`src/design/sfrc_pkg.sv`:
```
// Shared constants and carrier types for the special-function register core
`default_nettype none
package sfrc_pkg;

    // ------------------------------------------------------------
    // Special-function register addresses (direct address space)
    // ------------------------------------------------------------
    localparam logic [7:0] SFRC_ADDR_IPORT_A = 8'h00;
    localparam logic [7:0] SFRC_ADDR_PTR_A = 8'h01;
    localparam logic [7:0] SFRC_ADDR_IPORT_B = 8'h02;
    localparam logic [7:0] SFRC_ADDR_PTR_B = 8'h03;
    localparam logic [7:0] SFRC_ADDR_BANK = 8'h04;
    localparam logic [7:0] SFRC_ADDR_PCL = 8'h06;
    localparam logic [7:0] SFRC_ADDR_TBLP = 8'h07;
    localparam logic [7:0] SFRC_ADDR_TABLE_HIGH_BYTE = 8'h08;
    localparam logic [7:0] SFRC_ADDR_FLAGS = 8'h0a;
    // First general-purpose location; below it lies the SFR area
    localparam logic [7:0] SFRC_GP_BASE = 8'h40;

    // ------------------------------------------------------------
    // Flag register fields and reset values
    // ------------------------------------------------------------
    localparam int SFRC_BIT_C = 0;
    localparam int SFRC_BIT_AC = 1;
    localparam int SFRC_BIT_Z = 2;
    localparam int SFRC_BIT_OV = 3;
    localparam int SFRC_BIT_PDF = 4;
    localparam int SFRC_BIT_TO = 5;
    localparam logic [3:0] SFRC_ARITH_RST = 4'h0;
    localparam logic [7:0] SFRC_BYTE_RST = 8'h00;
    localparam logic [7:0] SFRC_ZERO = 8'h00;

    // ------------------------------------------------------------
    // Operation codes of the flag-producing datapath
    // ------------------------------------------------------------
    localparam logic [2:0] SFRC_OP_ADD = 3'h0;
    localparam logic [2:0] SFRC_OP_SUB = 3'h1;
    localparam logic [2:0] SFRC_OP_RLC = 3'h2;
    localparam logic [2:0] SFRC_OP_RRC = 3'h3;
    localparam logic [2:0] SFRC_OP_AND = 3'h4;
    localparam logic [2:0] SFRC_OP_OR = 3'h5;
    localparam logic [2:0] SFRC_OP_XOR = 3'h6;

    // ------------------------------------------------------------
    // Table read sequencer states
    // ------------------------------------------------------------
    typedef enum logic [2:0] {
        SFRC_TB_IDLE = 3'b001,
        SFRC_TB_FETCH = 3'b010,
        SFRC_TB_LOAD = 3'b100
    } sfrc_tb_e;

    // ------------------------------------------------------------
    // Carriers
    // ------------------------------------------------------------
    typedef struct packed {
        logic valid;
        logic write;
        logic [7:0] addr;
        logic [7:0] wdata;
    } sfrc_acc_s;

    typedef struct packed {
        logic valid;
        logic [2:0] op;
        logic [7:0] opa;
        logic [7:0] opb;
    } sfrc_alu_s;

    typedef struct packed {
        logic halt;
        logic wdt_clear;
        logic wdt_timeout;
        logic wdt_reset;
        logic sys_reset;
    } sfrc_evt_s;

endpackage
`default_nettype wire

```
`src/design/sfrc_dmem.sv`:
```
// Data memory array with registered read data
`default_nettype none
module sfrc_dmem #(
    parameter int AW = 9,
    parameter int DW = 8
) (
    input wire logic sys_clk_i, // System clock
    input wire logic rst_n_i, // Asynchronous reset, active low
    input wire logic en_i, // Access enable
    input wire logic we_i, // Write when set, read otherwise
    input wire logic [AW-1:0] addr_i, // Word address
    input wire logic [DW-1:0] wdata_i, // Write data
    output logic [DW-1:0] rdata_o // Read data, one cycle after en_i
);
    logic [DW-1:0] mem [0:(1<<AW)-1];
    logic [DW-1:0] rdata_reg;
    logic [DW-1:0] rdata_next;

    always_comb begin
        rdata_next = rdata_reg;
        if (en_i && !we_i) begin
            rdata_next = mem[addr_i];
        end
    end

    // Array has no reset: contents are undefined after power-up anyway
    always_ff @(posedge sys_clk_i) begin
        if (en_i && we_i) begin
            mem[addr_i] <= wdata_i;
        end
    end

    always_ff @(posedge sys_clk_i or negedge rst_n_i) begin
        if (!rst_n_i) begin
            rdata_reg <= '0;
        end else begin
            rdata_reg <= rdata_next;
        end
    end

    assign rdata_o = rdata_reg;
endmodule
`default_nettype wire

```
`src/design/sfrc_core.sv`:
```
// Special-function register core: indirect ports, bank, PROG_COUNTER_LOW, table, flags
`default_nettype none
// Overview of operation
// - Indirect port accesses memory at its pointer
// - Port A reaches bank 0; port B any bank
// - Indirect access to indirect port: zero, no write
// - Bank bit 0 selects bank; upper bits zero
// - Resets clear bank except watchdog during power-down
// - SFR decode ignores bank selection
// - PROG_COUNTER_LOW write jumps within current page
// - PROG_COUNTER_LOW jump inserts one dummy cycle
// - Table read loads high byte, returns low
// - Flag writes change arithmetic flags only
// - Timeout flag: timeout sets, clear/halt/power-up clears
// - Power-down flag: halt sets, clear/power-up clears
// - Carry from add, no-borrow, rotate through carry
// - Half carry from low nibble carry/no-borrow
// - Zero flag set on zero result, except rotates, which leave it
// - Overflow is carry-in xor carry-out of MSB
// - Flags never saved automatically on call/interrupt
// - Upper flag bits zero; system flags zero at power-up
// - Unused special locations read zero
module sfrc_core
    import sfrc_pkg::*;
#(
    parameter int PC_W = 12,
    parameter int PM_W = 16
) (
    input wire logic sys_clk_i, // System clock, 10 MHz
    input wire logic rst_n_i, // Power-on reset, async, active low
    input wire sfrc_pkg::sfrc_acc_s acc_i, // Data access from execution
    input wire sfrc_pkg::sfrc_alu_s alu_i, // Flag-producing operation
    input wire sfrc_pkg::sfrc_evt_s evt_i, // System event pulses
    input wire logic tbl_req_i, // Table read request pulse
    input wire logic [PC_W-1:0] pc_i, // Current program counter
    input wire logic [PM_W-1:0] pm_data_i, // Program word, cycle after rd
    output logic [7:0] rd_data_o, // Read data
    output logic rd_valid_o, // Read data valid pulse
    output logic [7:0] alu_result_o, // Operation result
    output logic alu_valid_o, // Result valid pulse
    output logic jump_o, // Jump request pulse
    output logic [PC_W-1:0] jump_addr_o, // Jump target
    output logic dummy_cycle_o, // Dummy cycle pulse after jump
    output logic pm_rd_o, // Program memory read strobe
    output logic [PC_W-1:0] pm_addr_o, // Program memory address
    output logic [7:0] tbl_low_o, // Table low byte
    output logic tbl_done_o, // Table read complete pulse
    output logic [7:0] flags_o, // Flag register image
    output logic bank_o // Current data bank
);
    import sfrc_pkg::*;

    // ------------------------------------------------------------
    // State
    // ------------------------------------------------------------
    logic [7:0] ptr_a_reg, ptr_a_next;
    logic [7:0] ptr_b_reg, ptr_b_next;
    logic bank_reg, bank_next;
    logic [7:0] tblp_reg, tblp_next;
    logic [7:0] table_high_byte_reg, table_high_byte_next;
    logic [3:0] arith_reg, arith_next;
    logic to_reg, to_next;
    logic pdf_reg, pdf_next;
    logic rd_ram_reg, rd_ram_next;
    logic rd_pend_reg, rd_pend_next;
    logic [7:0] sfr_cap_reg, sfr_cap_next;
    logic [7:0] rd_data_reg, rd_data_next;
    logic rd_valid_reg, rd_valid_next;
    logic [7:0] alu_res_reg, alu_res_next;
    logic alu_valid_reg, alu_valid_next;
    logic jump_reg, jump_next;
    logic [PC_W-1:0] jump_addr_reg, jump_addr_next;
    logic dummy_reg, dummy_next;
    sfrc_tb_e tb_state_reg, tb_state_next;
    logic [PC_W-1:0] pm_addr_reg, pm_addr_next;
    logic [7:0] tbl_low_reg, tbl_low_next;
    logic tbl_done_reg, tbl_done_next;

    // ------------------------------------------------------------
    // Address resolution
    // ------------------------------------------------------------
    logic indirect;
    logic [8:0] eff_addr;
    logic null_acc;
    logic is_sfr;
    logic ram_en;
    logic [7:0] ram_rdata;
    logic [7:0] sfr_rd;
    logic [7:0] flag_img;

    always_comb begin
        indirect = 1'b0;
        eff_addr = {1'b0, acc_i.addr};
        if (acc_i.addr == SFRC_ADDR_IPORT_A) begin
            indirect = 1'b1;
            eff_addr = {1'b0, ptr_a_reg};
        end else if (acc_i.addr == SFRC_ADDR_IPORT_B) begin
            indirect = 1'b1;
            eff_addr = {bank_reg, ptr_b_reg};
        end
    end

    // Pointer aimed back at a port: nothing is read or written
    assign null_acc = indirect && (eff_addr[7:0] == SFRC_ADDR_IPORT_A ||
        eff_addr[7:0] == SFRC_ADDR_IPORT_B);
    assign is_sfr = eff_addr[7:0] < SFRC_GP_BASE;
    assign ram_en = acc_i.valid && !null_acc && !is_sfr;
    assign flag_img = {2'b00, to_reg, pdf_reg, arith_reg};

    sfrc_dmem #(
        .AW(9),
        .DW(8)
    ) u_dmem (
        .sys_clk_i(sys_clk_i),
        .rst_n_i(rst_n_i),
        .en_i(ram_en),
        .we_i(acc_i.write),
        .addr_i(eff_addr),
        .wdata_i(acc_i.wdata),
        .rdata_o(ram_rdata)
    );

    // ------------------------------------------------------------
    // SFR read decode
    // ------------------------------------------------------------
    always_comb begin
        sfr_rd = SFRC_ZERO;
        if (null_acc) begin
            sfr_rd = SFRC_ZERO;
        end else if (eff_addr[7:0] == SFRC_ADDR_PTR_A) begin
            sfr_rd = ptr_a_reg;
        end else if (eff_addr[7:0] == SFRC_ADDR_PTR_B) begin
            sfr_rd = ptr_b_reg;
        end else if (eff_addr[7:0] == SFRC_ADDR_BANK) begin
            sfr_rd = {7'h00, bank_reg};
        end else if (eff_addr[7:0] == SFRC_ADDR_PCL) begin
            sfr_rd = pc_i[7:0];
        end else if (eff_addr[7:0] == SFRC_ADDR_TBLP) begin
            sfr_rd = tblp_reg;
        end else if (eff_addr[7:0] == SFRC_ADDR_TABLE_HIGH_BYTE) begin
            sfr_rd = table_high_byte_reg;
        end else if (eff_addr[7:0] == SFRC_ADDR_FLAGS) begin
            sfr_rd = flag_img;
        end
    end

    // ------------------------------------------------------------
    // Flag datapath
    // ------------------------------------------------------------
    logic [7:0] opb_eff;
    logic cin;
    logic [8:0] sum9;
    logic [4:0] sum_lo;
    logic [7:0] sum_low7;
    logic [7:0] alu_res;
    logic alu_arith;

    always_comb begin
        opb_eff = (alu_i.op == SFRC_OP_SUB) ? ~alu_i.opb : alu_i.opb;
        cin = (alu_i.op == SFRC_OP_SUB);
        // Subtraction as a + ~b + 1, so carry out means no borrow
        sum9 = {1'b0, alu_i.opa} + {1'b0, opb_eff} + {8'h00, cin};
        sum_lo = {1'b0, alu_i.opa[3:0]} + {1'b0, opb_eff[3:0]} +
            {4'h0, cin};
        sum_low7 = {1'b0, alu_i.opa[6:0]} + {1'b0, opb_eff[6:0]} +
            {7'h00, cin};
        alu_arith = (alu_i.op == SFRC_OP_ADD) || (alu_i.op == SFRC_OP_SUB);
        alu_res = sum9[7:0];
        if (alu_i.op == SFRC_OP_RLC) begin
            alu_res = {alu_i.opa[6:0], arith_reg[SFRC_BIT_C]};
        end else if (alu_i.op == SFRC_OP_RRC) begin
            alu_res = {arith_reg[SFRC_BIT_C], alu_i.opa[7:1]};
        end else if (alu_i.op == SFRC_OP_AND) begin
            alu_res = alu_i.opa & alu_i.opb;
        end else if (alu_i.op == SFRC_OP_OR) begin
            alu_res = alu_i.opa | alu_i.opb;
        end else if (alu_i.op == SFRC_OP_XOR) begin
            alu_res = alu_i.opa ^ alu_i.opb;
        end
    end

    // ------------------------------------------------------------
    // Register and flag next state
    // ------------------------------------------------------------
    logic wr_hit;

    always_comb begin
        ptr_a_next = ptr_a_reg;
        ptr_b_next = ptr_b_reg;
        bank_next = bank_reg;
        tblp_next = tblp_reg;
        arith_next = arith_reg;
        to_next = to_reg;
        pdf_next = pdf_reg;
        jump_next = 1'b0;
        jump_addr_next = jump_addr_reg;
        dummy_next = jump_reg;
        alu_res_next = alu_res_reg;
        alu_valid_next = 1'b0;
        wr_hit = acc_i.valid && acc_i.write && !null_acc && is_sfr;
        if (wr_hit) begin
            if (eff_addr[7:0] == SFRC_ADDR_PTR_A) begin
                ptr_a_next = acc_i.wdata;
            end else if (eff_addr[7:0] == SFRC_ADDR_PTR_B) begin
                ptr_b_next = acc_i.wdata;
            end else if (eff_addr[7:0] == SFRC_ADDR_BANK) begin
                bank_next = acc_i.wdata[0];
            end else if (eff_addr[7:0] == SFRC_ADDR_PCL) begin
                jump_next = 1'b1;
                jump_addr_next = {pc_i[PC_W-1:8], acc_i.wdata};
            end else if (eff_addr[7:0] == SFRC_ADDR_TBLP) begin
                tblp_next = acc_i.wdata;
            end else if (eff_addr[7:0] == SFRC_ADDR_FLAGS) begin
                arith_next = acc_i.wdata[3:0];
            end
        end
        // An operation in the same cycle as a flag write overrides the flags that it updates
        if (alu_i.valid) begin
            alu_valid_next = 1'b1;
            alu_res_next = alu_res;
            if (alu_arith) begin
                arith_next[SFRC_BIT_C] = sum9[8];
                arith_next[SFRC_BIT_AC] = sum_lo[4];
                arith_next[SFRC_BIT_OV] = sum_low7[7] ^ sum9[8];
            end else if (alu_i.op == SFRC_OP_RLC) begin
                arith_next[SFRC_BIT_C] = alu_i.opa[7];
            end else if (alu_i.op == SFRC_OP_RRC) begin
                arith_next[SFRC_BIT_C] = alu_i.opa[0];
            end
            if (alu_i.op != SFRC_OP_RLC && alu_i.op != SFRC_OP_RRC) begin
                arith_next[SFRC_BIT_Z] = (alu_res == SFRC_ZERO);
            end
        end
        // Clears first, so a timeout or halt in the same cycle still sets
        if (evt_i.wdt_clear) begin
            to_next = 1'b0;
            pdf_next = 1'b0;
        end
        if (evt_i.halt) begin
            to_next = 1'b0;
            pdf_next = 1'b1;
        end
        if (evt_i.wdt_timeout) begin
            to_next = 1'b1;
        end
        if (evt_i.sys_reset || (evt_i.wdt_reset && !pdf_reg)) begin
            bank_next = 1'b0;
        end
    end

    // ------------------------------------------------------------
    // Read return path: capture, then present
    // ------------------------------------------------------------
    always_comb begin
        rd_pend_next = acc_i.valid && !acc_i.write;
        rd_ram_next = ram_en && !acc_i.write;
        sfr_cap_next = sfr_rd;
        rd_valid_next = rd_pend_reg;
        rd_data_next = rd_data_reg;
        if (rd_pend_reg) begin
            rd_data_next = rd_ram_reg ? ram_rdata : sfr_cap_reg;
        end
    end

    // ------------------------------------------------------------
    // Table read sequencer
    // ------------------------------------------------------------
    always_comb begin
        tb_state_next = tb_state_reg;
        pm_addr_next = pm_addr_reg;
        table_high_byte_next = table_high_byte_reg;
        tbl_low_next = tbl_low_reg;
        tbl_done_next = 1'b0;
        case (tb_state_reg)
            SFRC_TB_IDLE: begin
                if (tbl_req_i) begin
                    // Pointer is taken within the current program page
                    pm_addr_next = {pc_i[PC_W-1:8], tblp_reg};
                    tb_state_next = SFRC_TB_FETCH;
                end
            end
            SFRC_TB_FETCH: begin
                tb_state_next = SFRC_TB_LOAD;
            end
            SFRC_TB_LOAD: begin
                table_high_byte_next = pm_data_i[15:8];
                tbl_low_next = pm_data_i[7:0];
                tbl_done_next = 1'b1;
                tb_state_next = SFRC_TB_IDLE;
            end
            default: begin
                tb_state_next = SFRC_TB_IDLE;
            end
        endcase
    end

    // ------------------------------------------------------------
    // Registers
    // ------------------------------------------------------------
    // No save of the flags here: calls and interrupts leave them alone
    always_ff @(posedge sys_clk_i or negedge rst_n_i) begin
        if (!rst_n_i) begin
            ptr_a_reg <= SFRC_BYTE_RST;
            ptr_b_reg <= SFRC_BYTE_RST;
            bank_reg <= 1'b0;
            tblp_reg <= SFRC_BYTE_RST;
            table_high_byte_reg <= SFRC_BYTE_RST;
            arith_reg <= SFRC_ARITH_RST;
            to_reg <= 1'b0;
            pdf_reg <= 1'b0;
            rd_ram_reg <= 1'b0;
            rd_pend_reg <= 1'b0;
            sfr_cap_reg <= SFRC_BYTE_RST;
            rd_data_reg <= SFRC_BYTE_RST;
            rd_valid_reg <= 1'b0;
            alu_res_reg <= SFRC_BYTE_RST;
            alu_valid_reg <= 1'b0;
            jump_reg <= 1'b0;
            jump_addr_reg <= '0;
            dummy_reg <= 1'b0;
            tb_state_reg <= SFRC_TB_IDLE;
            pm_addr_reg <= '0;
            tbl_low_reg <= SFRC_BYTE_RST;
            tbl_done_reg <= 1'b0;
        end else begin
            ptr_a_reg <= ptr_a_next;
            ptr_b_reg <= ptr_b_next;
            bank_reg <= bank_next;
            tblp_reg <= tblp_next;
            table_high_byte_reg <= table_high_byte_next;
            arith_reg <= arith_next;
            to_reg <= to_next;
            pdf_reg <= pdf_next;
            rd_ram_reg <= rd_ram_next;
            rd_pend_reg <= rd_pend_next;
            sfr_cap_reg <= sfr_cap_next;
            rd_data_reg <= rd_data_next;
            rd_valid_reg <= rd_valid_next;
            alu_res_reg <= alu_res_next;
            alu_valid_reg <= alu_valid_next;
            jump_reg <= jump_next;
            jump_addr_reg <= jump_addr_next;
            dummy_reg <= dummy_next;
            tb_state_reg <= tb_state_next;
            pm_addr_reg <= pm_addr_next;
            tbl_low_reg <= tbl_low_next;
            tbl_done_reg <= tbl_done_next;
        end
    end

    // ------------------------------------------------------------
    // Outputs
    // ------------------------------------------------------------
    assign rd_data_o = rd_data_reg;
    assign rd_valid_o = rd_valid_reg;
    assign alu_result_o = alu_res_reg;
    assign alu_valid_o = alu_valid_reg;
    assign jump_o = jump_reg;
    assign jump_addr_o = jump_addr_reg;
    assign dummy_cycle_o = dummy_reg;
    assign pm_rd_o = tb_state_reg[1];
    assign pm_addr_o = pm_addr_reg;
    assign tbl_low_o = tbl_low_reg;
    assign tbl_done_o = tbl_done_reg;
    assign flags_o = {2'b00, to_reg, pdf_reg, arith_reg};
    assign bank_o = bank_reg;
endmodule
`default_nettype wire

```
`config.mk`:
```
export PLATFORM = sky130hd
export DESIGN_NAME = sfrc_core
export DESIGN_NICKNAME = d
export VERILOG_FILES = /design/src/design/sfrc_pkg.sv /design/src/design/sfrc_dmem.sv /design/src/design/sfrc_core.sv
export SDC_FILE = /design/constraint.sdc
export NUM_CORES = 2
export LEC_CHECK = 0
export ABC_AREA = 0
export BUFFER_PORTS_ARGS = -buffer_cell sky130_fd_sc_hd__buf_4
export CAP_MARGIN = 10
export CELL_PAD_IN_SITES_DETAIL_PLACEMENT = 2
export CELL_PAD_IN_SITES_GLOBAL_PLACEMENT = 2
export CORE_UTILIZATION = 45
export DETAILED_ROUTE_END_ITERATION = 12
export PLACE_DENSITY = 0.75
export SLEW_MARGIN = 0
export SYNTH_ARGS = -nofsm -noshare
export SYNTH_HDL_FRONTEND = slang
export SYNTH_SLANG_ARGS = --single-unit
```
`constraint.sdc`:
```
create_clock -name sys_clk_i -period 4.7 [get_ports sys_clk_i]
set_input_delay 0.94 -clock sys_clk_i [delete_from_list [all_inputs] [get_ports sys_clk_i]]
set_output_delay 0.94 -clock sys_clk_i [all_outputs]
set_load 0.02 [all_outputs]
```
==> results of run 1 <==
-- Yosys cell counts, types with 7 or more instances --
cell type / n / area (sq um)
a2111oi_0: 12 / 105
a211oi_1: 95 / 713
a21o_1: 7 / 52.6
a21oi_1: 168 / 841
a221oi_1: 15 / 131
a22oi_1: 61 / 458
a311oi_1: 72 / 631
a31oi_1: 320 / 2000
a32oi_1: 146 / 1280
a41oi_1: 12 / 105
and3_1: 119 / 744
buf_1: 118 / 443
buf_2: 201 / 1010
buf_4: 7 / 52.6
clkbuf_1: 341 / 1280
dfrtp_1: 112 / 2800
edfxtp_1: 3216 / 96600
ha_1: 24 / 300
inv_1: 32 / 120
mux2_2: 72 / 811
mux2i_1: 201 / 2010
mux4_2: 19 / 428
nand2_1: 2638 / 9900
nand3_1: 894 / 4470
nand4_1: 247 / 1550
nor2_1: 460 / 1730
nor2b_1: 7 / 43.8
nor3_1: 21 / 105
nor4_1: 12 / 75.1
o21ai_0: 60 / 300
o22ai_1: 13 / 81.3
or3_1: 9 / 56.3
or4_1: 7 / 52.6
xnor2_1: 10 / 87.6
-- routing by layer --
metal	track usage, %	overflow
met5	51.0	4
met4	77.6	107
met3	67.8	11
met2	89.8	100
met1	77.0	3
-- logic make-up after synthesis --
family / count (synthesis) / share of synthesized area [%]
compound gates: 1051 / 5.57
xor+xnor: 12 / 0.0794
fa+ha+maj: 25 / 0.242
buf+inv: 701 / 2.20
flops: 3329 / 75.1
mux: 292 / 2.45
other cells: 1 / 0.00283
simple gates: 4451 / 14.4
-- metrics by stage --
stage          setup WS [ns]  instances
2_1_floorplan          0.178      10000
3_3_place_gp          -0.875      15000
3_5_place_dp           -1.06      15000
4_1_cts               0.0257      15600
-- what timing repair did --
action | in CTS
endpoints found under the setup margin | 5
pin swaps | 1
gates resized for setup | 6
==> results.py, run 1 <==
metrics = {
    "placed_design": {
        "place_area_sq_um": 152000,
        "hpwl_mm": 416,
        "gp_congestion": 0.968,
        "io_buffers": 134,
    },
    "global_route": {
        "grt_max_degree": 129,
        "antenna_found_initial": 196,
        "grt-ovfl-total": 225,
        "grt_usage_pct": 78.0,
    },
    "synthesis": {
        "synth-edff-count": 3216,
        "syn-cell-area_sq_um": 132000,
        "ys_warn_count": 0,
        "yosys.cell_types.count": 88,
        "ys_ff_latch": 3329,
        "synth_ff_type": "edfxtp_1",
        "synthCells": 9862,
        "synth_area_per_cell_sq_um": 13.4,
        "ys_seq_area_share_pct": 75.1,
        "postSynth.asyncResetShare_pct": 3.39,
    },
    "clock_network": {
        "cts.htree.levels": 5,
        "root_buffer": "clkbuf_16",
        "cts_sinks": 3329,
        "cts_setup_buffers": 0,
        "cts_buffers": 358,
        "hold_buffers": 0,
        "clockBufferDepth": 4,
    },
    "die": {
        "rows": 198,
        "fp.dieW_um": 544,
        "die_y_um": 544,
        "io_pins": 137,
        "start_util_pct": 45.4,
    },
    "outcome": {
        "firstError": "[ERROR GRT-0232] Routing congestion too high. Check the congestion heatmap in the GUI.",
        "status": "aborted with a tool error",
        "stop_stage": "global routing",
    },
    "sta": {
        "worstEpCategory": "sequential cell input",
        "postGrtWorstEndpoint": "u_dmem.rdata_o[0]$_DFFE_PN0P_/D",
    },
}
==> inputs of run 2 (changes only) <==
CELL_PAD_IN_SITES_DETAIL_PLACEMENT = not set   (was 2)
CELL_PAD_IN_SITES_GLOBAL_PLACEMENT = not set   (was 2)
CORE_UTILIZATION = 40   (was 45)
PLACE_DENSITY = not set   (was 0.75)
PLACE_DENSITY_LB_ADDON = 0.15   (was not set)
==> run 2 against run 1 <==
  * The flow now finishes without violations
  * Synthesized cell count unchanged
  * Synthesized area unchanged
==> results.py, run 2 <==
metrics = {
    "synthesis": {
        "synth_area_per_cell_sq_um": 13.4,
        "synth-edff-count": 3216,
        "synth_top_area_share_pct": 72.9,
        "ys_warn_count": 0,
        "ys_seq_area_share_pct": 75.1,
        "synth_ff_type": "edfxtp_1",
        "synth.most_common_cell": "edfxtp_1",
        "synth_top_cell_by_area": "edfxtp_1",
        "synthCells": 9862,
        "postSynth.asyncResetShare_pct": 3.39,
        "synthTopCellsByCount": "3216 x edfxtp_1, 2638 x nand2_1, 894 x nand3_1, 460 x nor2_1, 341 x clkbuf_1",
        "syn-cell-area_sq_um": 132000,
        "yosys.cell_types.count": 88,
        "netlist_top_cells_area": "edfxtp_1 73%, nand2_1 7.5%, nand3_1 3.4%, dfrtp_1 2.1%, mux2i_1 1.5%",
        "ys_ff_latch": 3329,
    },
    "clock_network": {
        "hold_buffers": 0,
        "clk_pin_slew_ns": 0.06,
        "insertion_delay_ns": 0.96,
        "cts_buffers": 354,
        "cts_sinks": 3329,
        "clockBufferDepth": 4,
        "cts.htree.levels": 5,
        "cts_tree": "built",
        "root_buffer": "clkbuf_16",
    },
    "placed_design": {
        "place_inst": 15400,
        "gp_congestion": 0.948,
        "place_area_sq_um": 152000,
        "hpwl_mm": 325,
        "io_buffers": 134,
    },
    "sta": {
        "slew_violations": 0,
        "max_clock_freq_mhz": 216,
        "tightest_slew_ns": 1.15,
        "report.final.setup_viol": 0,
        "fin_setup_tns_ns": 0,
        "max_slew_margin_pct": 22.9,
        "fin_worst_skew_ns": 0.0667,
        "fin_crit_sh_pct": 98.3,
        "hold_viol": 0,
        "finalCriticalPeriod_ns": 4.62,
        "rsz0062_at_grt": "false",
    },
    "critical_path": {
        "cpMostUsedCell": "buf_4",
        "critPathKind": "in -> reg",
        "cp.arrival_ns": 5.46,
        "cp_slowest_cell": "nor3_1",
        "r2r-start": "ptr_a_reg[3]",
        "reg2reg_setup_slack_ns": 0.18,
        "required_ns": 5.54,
        "worst-path-buf-inv": 6,
        "end_kind": "flop",
        "timing.critical_path.max_delay_family": "simple AND/OR/NAND/NOR gates",
        "slowest_delay_ns": 0.66,
        "startpoint_type": "input pin",
        "crit_chain": "buf_4 > or4_1 > buf_4 > o41a_2 > nor2_4 > buf_12 > buf_4 > nand3_1 > nand4_1 > buf_4 > o211ai_1 > nor3_1 > buf_4 > o21ai_0 > o32a_1",
        "reg2regPathDepth": 15,
        "r2r_end": "u_dmem.rdata_o[3]",
        "crit_fanout": 20,
    },
    "global_route": {
        "antenna_found_initial": 38,
        "grt_pass1_vias": 88100,
        "grt_max_degree": 132,
        "grt-ovfl-total": 0,
        "grt_pass1_wl_mm": 674,
        "grt_usage_pct": 28.4,
    },
    "die": {
        "io_pins": 137,
        "core_area_sq_um": 328000,
        "die_y_um": 577,
        "fp.dieW_um": 577,
        "start_util_pct": 40.3,
        "dieArea_sq_um": 333000,
        "rows": 210,
    },
    "drt": {
        "vias": 92800,
        "firstDrtPassIters": 8,
        "vias_per_cell": 5.77,
        "avgRoutedWirePerCell_um": 30.1,
        "drtIter0Drc": 12600,
        "drc_errors": 0,
        "ant_nets": 0,
        "routed_wl_mm": 484,
    },
    "outcome": {
        "status": "completed",
    },
    "pwr": {
        "leakage_nw": 58.1,
        "ir_worst_vdd_v": 0.000328,
        "p_per_area_nw_per_um2": 401,
    },
    "finish": {
        "layout_commonest_cell": "edfxtp_1",
        "nets": 11500,
        "max_flop_register": "u_dmem.mem",
        "drive_gt1_share_pct": 20.4,
        "layout_common_cells": "3216 x edfxtp_1, 2628 x nand2_1, 1500 x buf_4, 886 x nand3_1, 455 x nor2_1",
        "syn2layout_area_growth_pct": 23.3,
        "instances_no_fill": 16100,
        "design_area_sq_um": 163000,
        "largest_reg_flops": 3216,
    },
    "min_path": {
        "hp-class": "in -> async",
    },
    "job": {
        "maxCapViolCount": 0,
    },
}
run 2: cell families after synthesis:
kind of cell	after synthesis	synth area share (%)
other	1	0.00283
adder cells (fa/ha/maj)	25	0.242
XOR/XNOR	12	0.0794
buffers and inverters	701	2.20
AND/OR/NAND/NOR	4451	14.4
flip-flops	3329	75.1
multiplexers	292	2.45
AO/OA/AOI/OAI	1051	5.57
run 2: cell type report:
cell class | count | area [sq um]
fill | 28400 | 165000
sequential | 3329 | 99400
multi-input combinational | 5977 | 30900
timing repair buffer | 1743 | 16100
clock buffer | 438 | 9300
tap | 4346 | 5440
clock inverter | 202 | 1970
inverter | 33 | 124
antenna | 15 | 37.5
run 2: worst reg2reg max path, stage by stage, from the launching register on:
cell and delay [ns]:
dfrtp_1 0.46, mux2i_1 0.12, buf_4 0.16, buf_4 0.14, o41a_2 0.52, nor2_4 0.20
buf_12 0.34, buf_4 0.40, nand3_1 0.12, nand4_1 0.11, buf_4 0.16, o211ai_1 0.10
nor3_1 0.66, buf_4 0.23, o21ai_0 0.25, o32a_1 0.43
run 2: worst max-delay path by stage:
stage | endpoint | from | slack, ns | depth (start not counted)
floorplan | u_dmem.mem[108][0] | acc_i[12] | 0.18 | 13
global placement | u_dmem.rdata_o[3] | acc_i[12] | -1.09 | 14
detailed placement | u_dmem.rdata_o[3] | acc_i[12] | -0.68 | 15
CTS | u_dmem.rdata_o[3] | ptr_a_reg[0] | 0.16 | 14
global route | u_dmem.rdata_o[3] | acc_i[12] | 0.01 | 15
finish | u_dmem.rdata_o[3] | acc_i[12] | 0.08 | 15
run 2: stage by stage:
step / hold WS (ns) / power, mW / worst slack [ns] / utilization [%]
final: 0.0979 / 65.5 / 0.0784 / 49.8
after global routing: 0.120 / 67.1 / 0.0126 / 49.7
after CTS: 0.0934 / 65.7 / 0.160 / 49.7
after detailed placement: 0.376 / 38.3 / -0.683 / 46.3
after global placement: 0.364 / 38.3 / -1.09 / 46.3
after floorplan: 0.352 / 35.4 / 0.178 / -
run 2: report_power, final:
group | total (mW) | switching, mW | leakage (nW) | internal, mW
Clock | 27.7 | 11.9 | 5.52 | 15.8
Combinational | 4.79 | 3.21 | 22.1 | 1.58
Sequential | 33.0 | 0.178 | 30.5 | 32.8
run 2: what timing repair did:
action / 4_1_cts / 5_1_grt
setup endpoints to repair: 0 / 1
setup buffers: 0 / 3
resized for setup: 0 / 0
run 2: layer usage:
layer / global-route usage (%) / up-vias / routed length [um]
met5: 0 / - / 60
met4: 9.50 / 8 / 18300
met3: 6.08 / 786 / 47800
met2: 43.9 / 4826 / 218000
met1: 39.9 / 47300 / 200000
li1: - / 39900 / -
Power figures use the tool's default switching activity.
